`config.mk`:
```
export PLATFORM = sky130hd
export DESIGN_NAME = pca_counter_capture_regs
export DESIGN_NICKNAME = d
export VERILOG_FILES = /design/src/rtl/sfr_index_decode.v /design/src/rtl/capture_module_bank.v /design/src/rtl/pca_counter_capture_regs.v
export VERILOG_INCLUDE_DIRS = /design/src /design/src/rtl
export SDC_FILE = /design/constraint.sdc
export NUM_CORES = 1
export LEC_CHECK = 0
export BUFFER_PORTS_ARGS = -buffer_cell sky130_fd_sc_hd__buf_2
export CAP_MARGIN = 5
export CORE_MARGIN = 4
export CORE_UTILIZATION = 45
export DETAILED_ROUTE_END_ITERATION = 12
export GPL_ROUTABILITY_DRIVEN = 0
export GPL_TIMING_DRIVEN = 0
export PLACE_DENSITY_LB_ADDON = 0.12
export RECOVER_POWER = 25
export SYNTH_ARGS = -nofsm -noshare
export SYNTH_HDL_FRONTEND = slang
export SYNTH_SLANG_ARGS = --single-unit
```
`constraint.sdc`:
```
create_clock -name aclk -period 5 [get_ports aclk]
set_input_delay 0.5 -clock aclk [delete_from_list [all_inputs] [get_ports aclk]]
set_output_delay 0.5 -clock aclk [all_outputs]
set_load 0.02 [all_outputs]
```
`src/rtl/pca_regs_map.vh`:
```
`ifndef PCA_REGS_MAP_VH
`define PCA_REGS_MAP_VH

// Register indices; byte address on the bus is four times the index
`define CNT_LOW_IDX 8'hF9
`define CNT_HIGH_IDX 8'hFA
`define CAP0_LOW_IDX 8'hFB
`define CAP0_HIGH_IDX 8'hFC
`define CAP1_LOW_IDX 8'hE9
`define CAP1_HIGH_IDX 8'hEA
`define CAP2_LOW_IDX 8'hEB
`define CAP2_HIGH_IDX 8'hEC
`define CAP3_LOW_IDX 8'hED
`define CAP3_HIGH_IDX 8'hEE
`define CAP4_LOW_IDX 8'hFD
`define CAP4_HIGH_IDX 8'hFE
`define CTRL_IDX 8'h80
`define ENABLE_IDX 8'h81

// Control register field positions
`define CTRL_WDOG_BIT 0
`define CTRL_RUN_BIT 1
`define CTRL_RELOAD_SEL_BIT 7

// Number of capture/compare modules
`define MOD_COUNT 5

// Reset values
`define BYTE_RESET 8'h00
`define WORD_RESET 16'h0000
`define ENABLE_RESET 5'h00

// Bus responses
`define RESP_OKAY 2'h0
`define RESP_SLVERR 2'h2

`endif

```
`src/rtl/sfr_index_decode.v`:
```
`timescale 1ns/10ps
`default_nettype none
`include "pca_regs_map.vh"

module sfr_index_decode (
  input wire [7:0] index,
  input wire in_range,
  output wire hit_cnt_low,
  output wire hit_cnt_high,
  output wire hit_ctrl,
  output wire hit_enable,
  output wire [4:0] hit_cap_low,
  output wire [4:0] hit_cap_high,
  output wire mapped
);
  localparam [39:0] LOW_IDX = {`CAP4_LOW_IDX, `CAP3_LOW_IDX,
    `CAP2_LOW_IDX, `CAP1_LOW_IDX, `CAP0_LOW_IDX};
  localparam [39:0] HIGH_IDX = {`CAP4_HIGH_IDX, `CAP3_HIGH_IDX,
    `CAP2_HIGH_IDX, `CAP1_HIGH_IDX, `CAP0_HIGH_IDX};
  genvar g;

  // Plain register hits
  assign hit_cnt_low = in_range && (index == `CNT_LOW_IDX);
  assign hit_cnt_high = in_range && (index == `CNT_HIGH_IDX);
  assign hit_ctrl = in_range && (index == `CTRL_IDX);
  assign hit_enable = in_range && (index == `ENABLE_IDX);

  // One compare per module byte
  generate
    for (g = 0; g < `MOD_COUNT; g = g + 1) begin : mod_hit
      assign hit_cap_low[g] = in_range && (index == LOW_IDX[8*g+7:8*g]);
      assign hit_cap_high[g] = in_range && (index == HIGH_IDX[8*g+7:8*g]);
    end
  endgenerate

  assign mapped = hit_cnt_low | hit_cnt_high | hit_ctrl | hit_enable |
    (|hit_cap_low) | (|hit_cap_high);
endmodule
`default_nettype wire

```
`src/rtl/capture_module_bank.v`:
```
`timescale 1ns/10ps
`default_nettype none
`include "pca_regs_map.vh"

module capture_module_bank (
  input wire aclk,
  input wire aresetn,
  input wire wr_en,
  input wire [4:0] wr_low_hit,
  input wire [4:0] wr_high_hit,
  input wire [7:0] wr_data,
  input wire auto_reload_select,
  input wire enable_load,
  input wire [4:0] enable_data,
  input wire [4:0] rd_low_hit,
  input wire [4:0] rd_high_hit,
  output wire [7:0] rd_byte,
  output wire [79:0] compare_value,
  output wire [79:0] reload_value,
  output wire [4:0] compare_enable
);
  wire [7:0] partial [0:`MOD_COUNT];
  genvar g;

  assign partial[0] = `BYTE_RESET;

  generate
    for (g = 0; g < `MOD_COUNT; g = g + 1) begin : chan
      reg [15:0] cap;
      reg [15:0] rel;
      reg ecom;
      wire [7:0] low_view;
      wire [7:0] high_view;

      // Only one address is written per cycle, so no branches collide
      always @(posedge aclk) begin
        if (!aresetn) begin
          cap <= `WORD_RESET;
          rel <= `WORD_RESET;
          ecom <= 1'b0;
        end else if (wr_en) begin
          if (wr_low_hit[g]) begin
            if (auto_reload_select)
              rel[7:0] <= wr_data;
            else
              cap[7:0] <= wr_data;
            ecom <= 1'b0;
          end else if (wr_high_hit[g]) begin
            if (auto_reload_select)
              rel[15:8] <= wr_data;
            else
              cap[15:8] <= wr_data;
            ecom <= 1'b1;
          end else if (enable_load) begin
            ecom <= enable_data[g];
          end
        end
      end

      assign low_view = auto_reload_select ? rel[7:0] : cap[7:0];
      assign high_view = auto_reload_select ? rel[15:8] : cap[15:8];
      assign partial[g+1] = partial[g] |
        ({8{rd_low_hit[g]}} & low_view) |
        ({8{rd_high_hit[g]}} & high_view);
      assign compare_value[16*g+15:16*g] = cap;
      assign reload_value[16*g+15:16*g] = rel;
      assign compare_enable[g] = ecom;
    end
  endgenerate

  assign rd_byte = partial[`MOD_COUNT];
endmodule
`default_nettype wire

```
`src/rtl/pca_counter_capture_regs.v`:
```
`timescale 1ns/10ps
`default_nettype none
`include "pca_regs_map.vh"

// Overview of operation
// - Counter is one 16-bit value, low byte 0xF9, high 0xFA, reset zero.
// - High byte read returns snapshot, refreshed only on low byte read.
// - Watchdog enable set blocks software writes to counter low byte.
// - Watchdog enable set blocks software writes to counter high byte.
// - Five modules own 16-bit values; low bytes at 0xFB,E9,EB,ED,FD.
// - Module high bytes at 0xFC,EA,EC,EE,FE, read/write, reset zero.
// - Same addresses alternatively reach each module's auto-reload value.
// - Writing a module low byte clears its comparator enable.
// - Writing a module high byte sets its comparator enable.
// - Selector 0 reaches capture registers, 1 reaches auto-reload ones.
// - Comparator enable high turns that module's comparator on.

module pca_counter_capture_regs #(
  parameter ADDR_W = 12
) (
  input wire aclk,
  input wire aresetn,
  input wire [ADDR_W-1:0] s_axi_awaddr,
  input wire [2:0] s_axi_awprot,
  input wire s_axi_awvalid,
  output reg s_axi_awready,
  input wire [31:0] s_axi_wdata,
  input wire [3:0] s_axi_wstrb,
  input wire s_axi_wvalid,
  output reg s_axi_wready,
  output reg [1:0] s_axi_bresp,
  output reg s_axi_bvalid,
  input wire s_axi_bready,
  input wire [ADDR_W-1:0] s_axi_araddr,
  input wire [2:0] s_axi_arprot,
  input wire s_axi_arvalid,
  output reg s_axi_arready,
  output reg [31:0] s_axi_rdata,
  output reg [1:0] s_axi_rresp,
  output reg s_axi_rvalid,
  input wire s_axi_rready,
  output reg [15:0] array_counter,
  output wire [79:0] capture_compare_value,
  output wire [79:0] reload_value,
  output wire [4:0] comparator_function_enable,
  output reg watchdog_enable,
  output reg auto_reload_select,
  output reg count_run
);
  // Held write channel contents
  reg [ADDR_W-1:0] aw_addr;
  reg aw_held;
  reg [7:0] w_byte;
  reg w_lane0;
  reg w_held;
  // High byte copy handed out on high byte reads
  reg [7:0] snapshot;

  wire do_write;
  wire wr_range;
  wire rd_range;
  wire wr_cnt_low;
  wire wr_cnt_high;
  wire wr_ctrl;
  wire wr_enable;
  wire [4:0] wr_cap_low;
  wire [4:0] wr_cap_high;
  wire wr_mapped;
  wire rd_cnt_low;
  wire rd_cnt_high;
  wire rd_ctrl;
  wire rd_enable;
  wire [4:0] rd_cap_low;
  wire [4:0] rd_cap_high;
  wire rd_mapped;
  wire [7:0] bank_byte;
  wire bank_wr;
  wire ar_take;
  reg [7:0] next_rd_byte;
  reg [15:0] next_array_counter;
  reg [7:0] ctrl_view;
  // Side-effect strobes of the write or read carried out this cycle
  wire cnt_low_store;
  wire cnt_high_store;
  wire ctrl_store;
  wire snap_load;

  // Write fires once address and data are both held and no answer waits
  assign do_write = aw_held && w_held && !s_axi_bvalid;
  // Lanes other than byte 0 carry nothing; a write without it is dropped
  assign bank_wr = do_write && w_lane0;
  assign ar_take = s_axi_arvalid && s_axi_arready;

  // A locked counter write is still answered OKAY and changes nothing;
  // software must clear the lock bit first, as no error is reported
  // low byte write lock
  assign cnt_low_store = bank_wr && wr_cnt_low && !watchdog_enable;
  assign cnt_high_store = bank_wr && wr_cnt_high && !watchdog_enable;
  // The lock never guards the control byte, or it could not be undone
  assign ctrl_store = bank_wr && wr_ctrl;
  // copy rides on the low byte read
  assign snap_load = ar_take && rd_cnt_low;

  // Address bits above the index window must be zero to hit a register
  assign wr_range = (aw_addr[ADDR_W-1:10] == {(ADDR_W-10){1'b0}}) &&
    (aw_addr[1:0] == 2'b00);
  assign rd_range = (s_axi_araddr[ADDR_W-1:10] == {(ADDR_W-10){1'b0}}) &&
    (s_axi_araddr[1:0] == 2'b00);

  // Decode for the held write address
  sfr_index_decode wr_decode (
    .index(aw_addr[9:2]),
    .in_range(wr_range),
    .hit_cnt_low(wr_cnt_low),
    .hit_cnt_high(wr_cnt_high),
    .hit_ctrl(wr_ctrl),
    .hit_enable(wr_enable),
    .hit_cap_low(wr_cap_low),
    .hit_cap_high(wr_cap_high),
    .mapped(wr_mapped)
  );

  // Decode for the offered read address
  sfr_index_decode rd_decode (
    .index(s_axi_araddr[9:2]),
    .in_range(rd_range),
    .hit_cnt_low(rd_cnt_low),
    .hit_cnt_high(rd_cnt_high),
    .hit_ctrl(rd_ctrl),
    .hit_enable(rd_enable),
    .hit_cap_low(rd_cap_low),
    .hit_cap_high(rd_cap_high),
    .mapped(rd_mapped)
  );

  // Capture/compare and auto-reload storage of the five modules
  capture_module_bank bank (
    .aclk(aclk),
    .aresetn(aresetn),
    .wr_en(bank_wr),
    .wr_low_hit(wr_cap_low),
    .wr_high_hit(wr_cap_high),
    .wr_data(w_byte),
    .auto_reload_select(auto_reload_select),
    .enable_load(wr_enable),
    .enable_data(w_byte[4:0]),
    .rd_low_hit(rd_cap_low),
    .rd_high_hit(rd_cap_high),
    .rd_byte(bank_byte),
    .compare_value(capture_compare_value),
    .reload_value(reload_value),
    .compare_enable(comparator_function_enable)
  );

  // Write address channel; one write in flight at a time
  always @(posedge aclk) begin
    if (!aresetn) begin
      aw_addr <= {ADDR_W{1'b0}};
      aw_held <= 1'b0;
      s_axi_awready <= 1'b1;
    end else if (s_axi_awvalid && s_axi_awready) begin
      aw_addr <= s_axi_awaddr;
      aw_held <= 1'b1;
      s_axi_awready <= 1'b0;
    end else if (do_write) begin
      aw_held <= 1'b0;
    end else if (s_axi_bvalid && s_axi_bready) begin
      s_axi_awready <= 1'b1;
    end
  end

  // Write data channel, accepted independently of the address
  always @(posedge aclk) begin
    if (!aresetn) begin
      w_byte <= `BYTE_RESET;
      w_lane0 <= 1'b0;
      w_held <= 1'b0;
      s_axi_wready <= 1'b1;
    end else if (s_axi_wvalid && s_axi_wready) begin
      w_byte <= s_axi_wdata[7:0];
      w_lane0 <= s_axi_wstrb[0];
      w_held <= 1'b1;
      s_axi_wready <= 1'b0;
    end else if (do_write) begin
      w_held <= 1'b0;
    end else if (s_axi_bvalid && s_axi_bready) begin
      s_axi_wready <= 1'b1;
    end
  end

  // Write response; unmapped addresses answer with a slave error
  // and a write without the lane 0 strobe is answered but stores nothing
  always @(posedge aclk) begin
    if (!aresetn) begin
      s_axi_bvalid <= 1'b0;
      s_axi_bresp <= `RESP_OKAY;
    end else if (do_write) begin
      s_axi_bvalid <= 1'b1;
      s_axi_bresp <= wr_mapped ? `RESP_OKAY : `RESP_SLVERR;
    end else if (s_axi_bready) begin
      s_axi_bvalid <= 1'b0;
    end
  end

  // Control bits: watchdog lock, count run and storage selector
  always @(posedge aclk) begin
    if (!aresetn) begin
      watchdog_enable <= 1'b0;
      count_run <= 1'b0;
      auto_reload_select <= 1'b0;
    end else if (ctrl_store) begin
      watchdog_enable <= w_byte[`CTRL_WDOG_BIT];
      count_run <= w_byte[`CTRL_RUN_BIT];
      auto_reload_select <= w_byte[`CTRL_RELOAD_SEL_BIT];
    end
  end

  // Next counter value: a software write wins over the count for that
  // cycle, so the other byte keeps its value and no count is added
  always @* begin
    next_array_counter = array_counter;
    if (cnt_low_store) begin
      // low byte of the one value
      next_array_counter[7:0] = w_byte;
    end else if (cnt_high_store) begin
      // high byte of the one value
      next_array_counter[15:8] = w_byte;
    end else if (count_run) begin
      next_array_counter = array_counter + 16'h0001;
    end
  end

  // Counter register
  always @(posedge aclk) begin
    if (!aresetn) begin
      array_counter <= `WORD_RESET;
    end else begin
      array_counter <= next_array_counter;
    end
  end

  // Snapshot of the high byte, taken only on a low byte read
  always @(posedge aclk) begin
    if (!aresetn) begin
      snapshot <= `BYTE_RESET;
    end else if (snap_load) begin
      snapshot <= array_counter[15:8];
    end
  end

  // Control byte as software reads it back; unused bits read zero
  always @* begin
    ctrl_view = `BYTE_RESET;
    ctrl_view[`CTRL_WDOG_BIT] = watchdog_enable;
    ctrl_view[`CTRL_RUN_BIT] = count_run;
    ctrl_view[`CTRL_RELOAD_SEL_BIT] = auto_reload_select;
  end

  // Read data selection for the offered address
  always @* begin
    next_rd_byte = `BYTE_RESET;
    if (rd_cnt_low) begin
      next_rd_byte = array_counter[7:0];
    end else if (rd_cnt_high) begin
      next_rd_byte = snapshot;
    end else if (rd_ctrl) begin
      next_rd_byte = ctrl_view;
    end else if (rd_enable) begin
      next_rd_byte = {3'b000, comparator_function_enable};
    end else begin
      next_rd_byte = bank_byte;
    end
  end

  // Read channel; data is captured on the address edge itself,
  // so the answer never waits on a second decode cycle
  always @(posedge aclk) begin
    if (!aresetn) begin
      s_axi_arready <= 1'b1;
      s_axi_rvalid <= 1'b0;
      s_axi_rdata <= 32'h00000000;
      s_axi_rresp <= `RESP_OKAY;
    end else if (ar_take) begin
      s_axi_arready <= 1'b0;
      s_axi_rvalid <= 1'b1;
      s_axi_rdata <= {24'h000000, next_rd_byte};
      s_axi_rresp <= rd_mapped ? `RESP_OKAY : `RESP_SLVERR;
    end else if (s_axi_rvalid && s_axi_rready) begin
      s_axi_rvalid <= 1'b0;
      s_axi_arready <= 1'b1;
    end
  end
endmodule
`default_nettype wire

```
==> out/qor.txt, run 1 <==
Status: finished clean
Combinational Power Share: 0.064
Drt total wl: 47000 µm
Clock sinks: 230
Total power: 4.22 mW
Overall routing resource usage: 0.334
Worst Hold Class: in -> reg
Core Footprint: 24200 µm²
Most used cell along the critical path: buf_2
Max incr delay on CP: 0.50 ns
WHS: 0.176 ns
DIE HEIGHT: 165 µm
Clock power share: 0.493
Worst R2R Start: auto_reload_select$_SDFFE_PN0P_
Worst R2R End: s_axi_rdata[6]$_SDFFE_PN0P_
DR vias/cell: 5.93
Endpoints failing setup: 0
Post-route insts no fill: 1992
Setup Crit Path Kind: reg -> reg
Post-synth EDFFs: 0
CTS tree: done
Initial antenna violation count: 0
Setup bufs post-CTS: 0
Internal cell power: 3.16 mW
Hold_buf cts: 0
Worst-path cell with the longest stage delay: buf_2
Seq pwr share: 0.443
Max clock buf depth: 3
Post-synth design cell area: 11000 µm²
Placed wire-length estimate: 34600 µm
Gr ovfl total: 0
ANT nets after route: 0
Pin count of the biggest net entering global routing: 15
Clk pin slew, worst setup/hold paths: 0.07 ns
Port Buffer Count: 236
RSZ-0062 raised after global routing: no
Worst path required time: 5.42 ns
Clk_skew: 0.0217 ns
Min-Delay Path Depth: 3
Max H-tree Level: 1
Area grow syn2layout: 22.8%
CTS Buf Count: 26
Post-synth cell types: 80
Max VDD drop: 0.277 mV
Syn. warnings: 0
First DRT Iteration DRCs: 1399
# IOs: 298
Die area: 27100 µm²
DP Area: 12700 µm²
Die width: 165 µm
Share of cells above drive strength 1: 0.177
Pwr per Cell Area: 312 nW/µm²
Post-synthesis async set-or-reset flop share: 0
Vias: 11800
Clock latency on the worst-skew pair: 0.56 ns
Post-synthesis sequential area ratio: 0.418
Startpoint Class: register
Leakage: 4.72 nW
Post-Place Cells: 1944
FMAX: 322 MHz
Post-route cell area: 13500 µm²
Starting Density: 0.456
Commonest non-fill, non-tap cells in the layout: nand2_1, dfxtp_1, a21oi_1
Hold Path Sink: aw_addr[10]$_SDFFE_PN0P_
Max-cap violations: 0
Sw Share: 0.252
First-pass GRT wire length: 68400 µm
Worst R2R Setup Slack: 1.89 ns
Ys flop type: dfxtp_1
Post-route minimum period: 3.11 ns
Mapped Avg Cell Area: 8.11 µm²
Post-CTS Resized: 0
Setup TNS: 0 ns
Clock Root Buffer: clkbuf_16
Critical path arrival: 3.53 ns
Post-route DRC: 0
Row Count: 57
Most common cell after layout, fill and taps aside: nand2_1
Switching power: 1.06 mW
Worst reg-to-reg path cell count: 7
Setup crit end kind: register
Worst slew margin: 0.249
Critical path peak fanout: 10
Final net count: 1722
Crit path cell chain: buf_2 > buf_2 > buf_2 > mux2i_1 > o21ai_0 > a311oi_1 > a21oi_1
Max-slew violations: 0
Final worst setup slack: 1.89 ns
Fin crit share: 0.621
Post-Synthesis Cells: 1359
DRT Pass-1 Iters: 7
Least-Margin Pin Slew: 1.12 ns
DP Worst Slack: 2.02 ns
WL/cell: 23.6 µm
Final Util: 0.560
Min-delay src: s_axi_awaddr[10]
Vias in the first global route: 11100
Final hold violation count: 0
Fillcell total: 2401
Yosys reg bits: 230
## how the worst max path moves through the flow
| stage | cells after the start | end | start |
|---|---|---|---|
| after floorplan | 9 | s_axi_rdata[6]$_SDFFE_PN0P_ | auto_reload_select$_SDFFE_PN0P_ |
| after global placement | 7 | s_axi_rdata[2]$_SDFFE_PN0P_ | s_axi_araddr[6] |
| after detailed placement | 7 | s_axi_rdata[2]$_SDFFE_PN0P_ | s_axi_araddr[6] |
| after CTS | 9 | s_axi_rdata[6]$_SDFFE_PN0P_ | auto_reload_select$_SDFFE_PN0P_ |
| after global routing | 9 | s_axi_rdata[6]$_SDFFE_PN0P_ | auto_reload_select$_SDFFE_PN0P_ |
| final | 7 | s_axi_rdata[6]$_SDFFE_PN0P_ | auto_reload_select$_SDFFE_PN0P_ |
## flip-flops by register name (all words and copies together), names as in the netlist, 5 cells and up
signal	count
array_counter	16
aw_addr	12
bank.chan.cap	80
bank.chan.ecom	5
bank.chan.rel	80
s_axi_rdata	8
snapshot	8
w_byte	8
## area by class of cell
type | instances | area [µm²] | area share
Clock inverter | 16 | 224 | 0.0165
Multi-Input combinational cell | 1026 | 5890 | 0.435
Clock buffer | 31 | 719 | 0.0532
Tap cell | 324 | 405 | 0.0300
Timing Repair Buffer | 236 | 1070 | 0.0789
Sequential cell | 230 | 4600 | 0.340
Antenna cell | 1 | 2.50 | 0.000185
Inverter | 11 | 41.3 | 0.00305
Buffer | 117 | 578 | 0.0427
## synth_stat cells (4+ instances only)
cell      instances  area (µm²)
a211oi_1          4        30.0
nand4_1          14        87.6
o221ai_1          5        43.8
inv_1            10        37.5
a22oi_1           5        37.5
mux2i_1          84         841
dfxtp_1         230        4600
or2_2             5        31.3
nand2b_1          9        56.3
a22o_1            4        35.0
buf_2            10        50.1
a21oi_1         186         931
clkbuf_1         69         259
a221oi_1          5        43.8
nor3_1           20         100
nor2_2           12        75.1
nor4_2            5        62.6
xnor2_1           4        35.0
nor2b_1           6        37.5
buf_4            33         248
nand2_1         346        1300
nor4_1           12        75.1
a32oi_1           5        43.8
o31ai_1           6        45.0
nand3_1          23         115
nor2_1           84         315
or3_1             9        56.3
a311oi_1          4        35.0
and2_1            5        31.3
o21ai_0          41         205
o22ai_1           8        50.1
mux4_2           20         450
## worst max-delay path, delay by kind of cell (launching register included)
kind            cells  cell delay (ns)
compound gates      3             0.59
flops               1             0.44
buf+inv             3             1.44
mux                 1             0.47
## power by group through the flow
stage,Clock [mW],Sequential [mW],Combinational (mW)
after floorplan,0,1.91,0.158
after global placement,0,1.91,0.259
after detailed placement,0,1.91,0.261
after CTS,2.08,1.87,0.262
after global routing,2.16,1.87,0.287
final,2.08,1.87,0.271
## metal layers
metal  wire, µm  track usage
met2      19900        0.498
met3       6130        0.102
met1      18400        0.449
met4       2510        0.143
met5          0            0
## logic make-up (layout without fill, tap and decap cells)
kind of cell | after synthesis | in the layout | share of synthesized area
AND/OR/NAND/NOR | 576 | 576 | 0.234
flip-flops | 230 | 230 | 0.418
other | 1 | 27 | 0.000340
multiplexers | 107 | 107 | 0.120
adder cells (fa/ha/maj) | 1 | 1 | 0.00114
buffers and inverters | 128 | 411 | 0.0562
XOR/XNOR | 7 | 7 | 0.00556
AO/OA/AOI/OAI | 309 | 309 | 0.165
(Power assumes the default switching activity.)
==> run 2: changes to the inputs <==
Clock period 5 ns to 2.7 ns, I/O delays scaled along.
==> run 2 against run 1 <==
  * The flow now finishes with violations (hold timing)
  * Die area stayed put
  * Worst setup slack worse by 1.8 ns
  * Global-route usage is 0.12 points higher
  * Maximum frequency is 17% higher
  * Clock skew is 0.0040 ns higher
  * Sequential cell count stayed put
  * Via count is 0.97% higher
  * Cell count is 0.85% higher
  * Register-to-register slack worse by 1.8 ns
  * Sequential power is 86% higher
  * Combinational power is 93% higher
  * Critical path type unchanged
  * Critical endpoint unchanged
  * Largest power group unchanged
==> out/qor.txt, run 2 (synthesized netlist as in run 1, its figures left out) <==
Worst slew margin: 0.340
CTS tree: done
Setup crit end kind: register
Status: finished, violations left
Biggest regs: bank.chan.cap x80, bank.chan.rel x80, array_counter x16
Critical path peak fanout: 10
Pin count of the biggest net entering global routing: 20
Failing checks: hold timing
DIE HEIGHT: 165 µm
Vias: 11900
DP Area: 12700 µm²
Max incr delay on CP: 0.47 ns
Overall routing resource usage: 0.335
Least-Margin Pin Slew: 0.990 ns
Post-route DRC: 0
Fillcell total: 2371
Initial antenna violation count: 0
Max-cap violations: 0
Crit path cell chain: buf_6 > buf_6 > buf_4 > mux2i_1 > nand2_1 > o2111ai_1 > o31ai_1 > a311oi_1 > a21oi_1
Most used cell along the critical path: buf_6
First-pass GRT wire length: 68900 µm
CTS Buf Count: 26
Min-Delay Path Depth: 3
Post-route cell area: 13800 µm²
Final net count: 1740
Area grow syn2layout: 24.9%
Max clock buf depth: 3
DR vias/cell: 5.93
ANT cells: 0
FMAX: 377 MHz
Post-route minimum period: 2.66 ns
Worst reg-to-reg path cell count: 9
Share of cells above drive strength 1: 0.174
Post-route insts no fill: 2009
DRT Pass-1 Iters: 6
Die area: 27100 µm²
Clk_skew: 0.0257 ns
Setup Crit Path Kind: reg -> reg
# IOs: 298
Max-slew violations: 0
Max VDD drop: 0.514 mV
Final hold violation count: 1
Drt total wl: 47000 µm
Clock sinks: 230
Post-Place Cells: 1944
Starting Density: 0.456
RSZ-0062 raised after global routing: no
Min-delay src: s_axi_wdata[5]
Commonest non-fill, non-tap cells in the layout: nand2_1, dfxtp_1, a21oi_1
First DRT Iteration DRCs: 1381
Worst path required time: 3.12 ns
Critical path arrival: 3.07 ns
Worst Hold Class: in -> reg
Clock Root Buffer: clkbuf_16
Max H-tree Level: 1
Final Util: 0.569
Endpoints failing setup: 0
Core Footprint: 24200 µm²
Clk pin slew, worst setup/hold paths: 0.07 ns
ANT nets after route: 0
Worst R2R Start: auto_reload_select$_SDFFE_PN0P_
Startpoint Class: register
Most common cell after layout, fill and taps aside: nand2_1
Die width: 165 µm
Gr ovfl total: 0
Hold Path Sink: w_byte[5]$_SDFFE_PN0P_
WHS: -0.00143 ns
Worst-path cell with the longest stage delay: dfxtp_1
Worst R2R Setup Slack: 0.04 ns
Row Count: 57
Vias in the first global route: 11200
Clock latency on the worst-skew pair: 0.56 ns
Worst R2R End: s_axi_rdata[6]$_SDFFE_PN0P_
Fin crit share: 0.983
Pwr per Cell Area: 570 nW/µm²
Port Buffer Count: 236
WL/cell: 23.4 µm
Setup TNS: 0 ns
Setup bufs post-CTS: 0
Leakage: 4.79 nW
Placed wire-length estimate: 34600 µm
==> run 2: final cells by class <==
class,instances,area (µm²),area share
Timing Repair Buffer,255,1250,0.0910
Multi-Input combinational cell,1026,5930,0.431
Tap cell,324,405,0.0295
Clock inverter,16,224,0.0163
Clock buffer,31,719,0.0523
Buffer,116,591,0.0429
Sequential cell,230,4600,0.335
Inverter,11,41.3,0.00300
==> run 2: worst max-delay path by stage <==
| stage | from | endpoint | slack (ns) | cells after the start |
|---|---|---|---|---|
| 2_1_floorplan | auto_reload_select$_SDFFE_PN0P_ | s_axi_rdata[6]$_SDFFE_PN0P_ | 0.54 | 9 |
| 3_3_place_gp | auto_reload_select$_SDFFE_PN0P_ | s_axi_rdata[6]$_SDFFE_PN0P_ | -0.22 | 9 |
| 3_5_place_dp | auto_reload_select$_SDFFE_PN0P_ | s_axi_rdata[6]$_SDFFE_PN0P_ | -0.23 | 9 |
| 4_1_cts | aw_addr[0]$_SDFFE_PN0P_ | bank.chan[1].rel[0]$_SDFFE_PN0P_ | 0.002 | 6 |
| 5_1_grt | auto_reload_select$_SDFFE_PN0P_ | s_axi_rdata[6]$_SDFFE_PN0P_ | 0.005 | 9 |
| 6_report | auto_reload_select$_SDFFE_PN0P_ | s_axi_rdata[6]$_SDFFE_PN0P_ | 0.04 | 9 |
==> run 2: timing repair <==
item,CTS,global route
hold buffers,19,0
endpoints found under the hold margin,19,0
endpoints found under the setup margin,24,81
gates resized for setup,4,9
==> run 2: power breakdown <==
part / leakage [nW] / total [mW] / switching (mW) / internal, mW
clock: 0.445 / 3.85 / 1.55 / 2.30
combinational: 2.49 / 0.524 / 0.376 / 0.148
sequential: 1.86 / 3.47 / 0.0454 / 3.42
total: 4.79 / 7.84 / 1.97 / 5.87
==> run 2: worst max-delay path, delay by kind of cell, from the launching register on <==
kind	cells	cell delay (ns)
buffers and inverters	3	0.84
flip-flops	1	0.47
multiplexers	1	0.44
AO/OA/AOI/OAI	4	0.68
AND/OR/NAND/NOR	1	0.10
==> run 2: metal layers <==
metal  track usage  vias up  part of all wire
met1         0.449     5591              0.39
met2         0.505      842              0.43
met3        0.0988      169              0.13
li1              -     5321                 -
met4         0.146        0             0.055
met5             0        -                 0
==> run 2: metrics by stage <==
stage | total power, mW | worst slack, ns
CTS | 7.82 | 0.00242
floorplan | 3.83 | 0.541
global route | 8.03 | 0.00522
global placement | 4.02 | -0.223
finish | 7.84 | 0.0448
detailed placement | 4.02 | -0.231
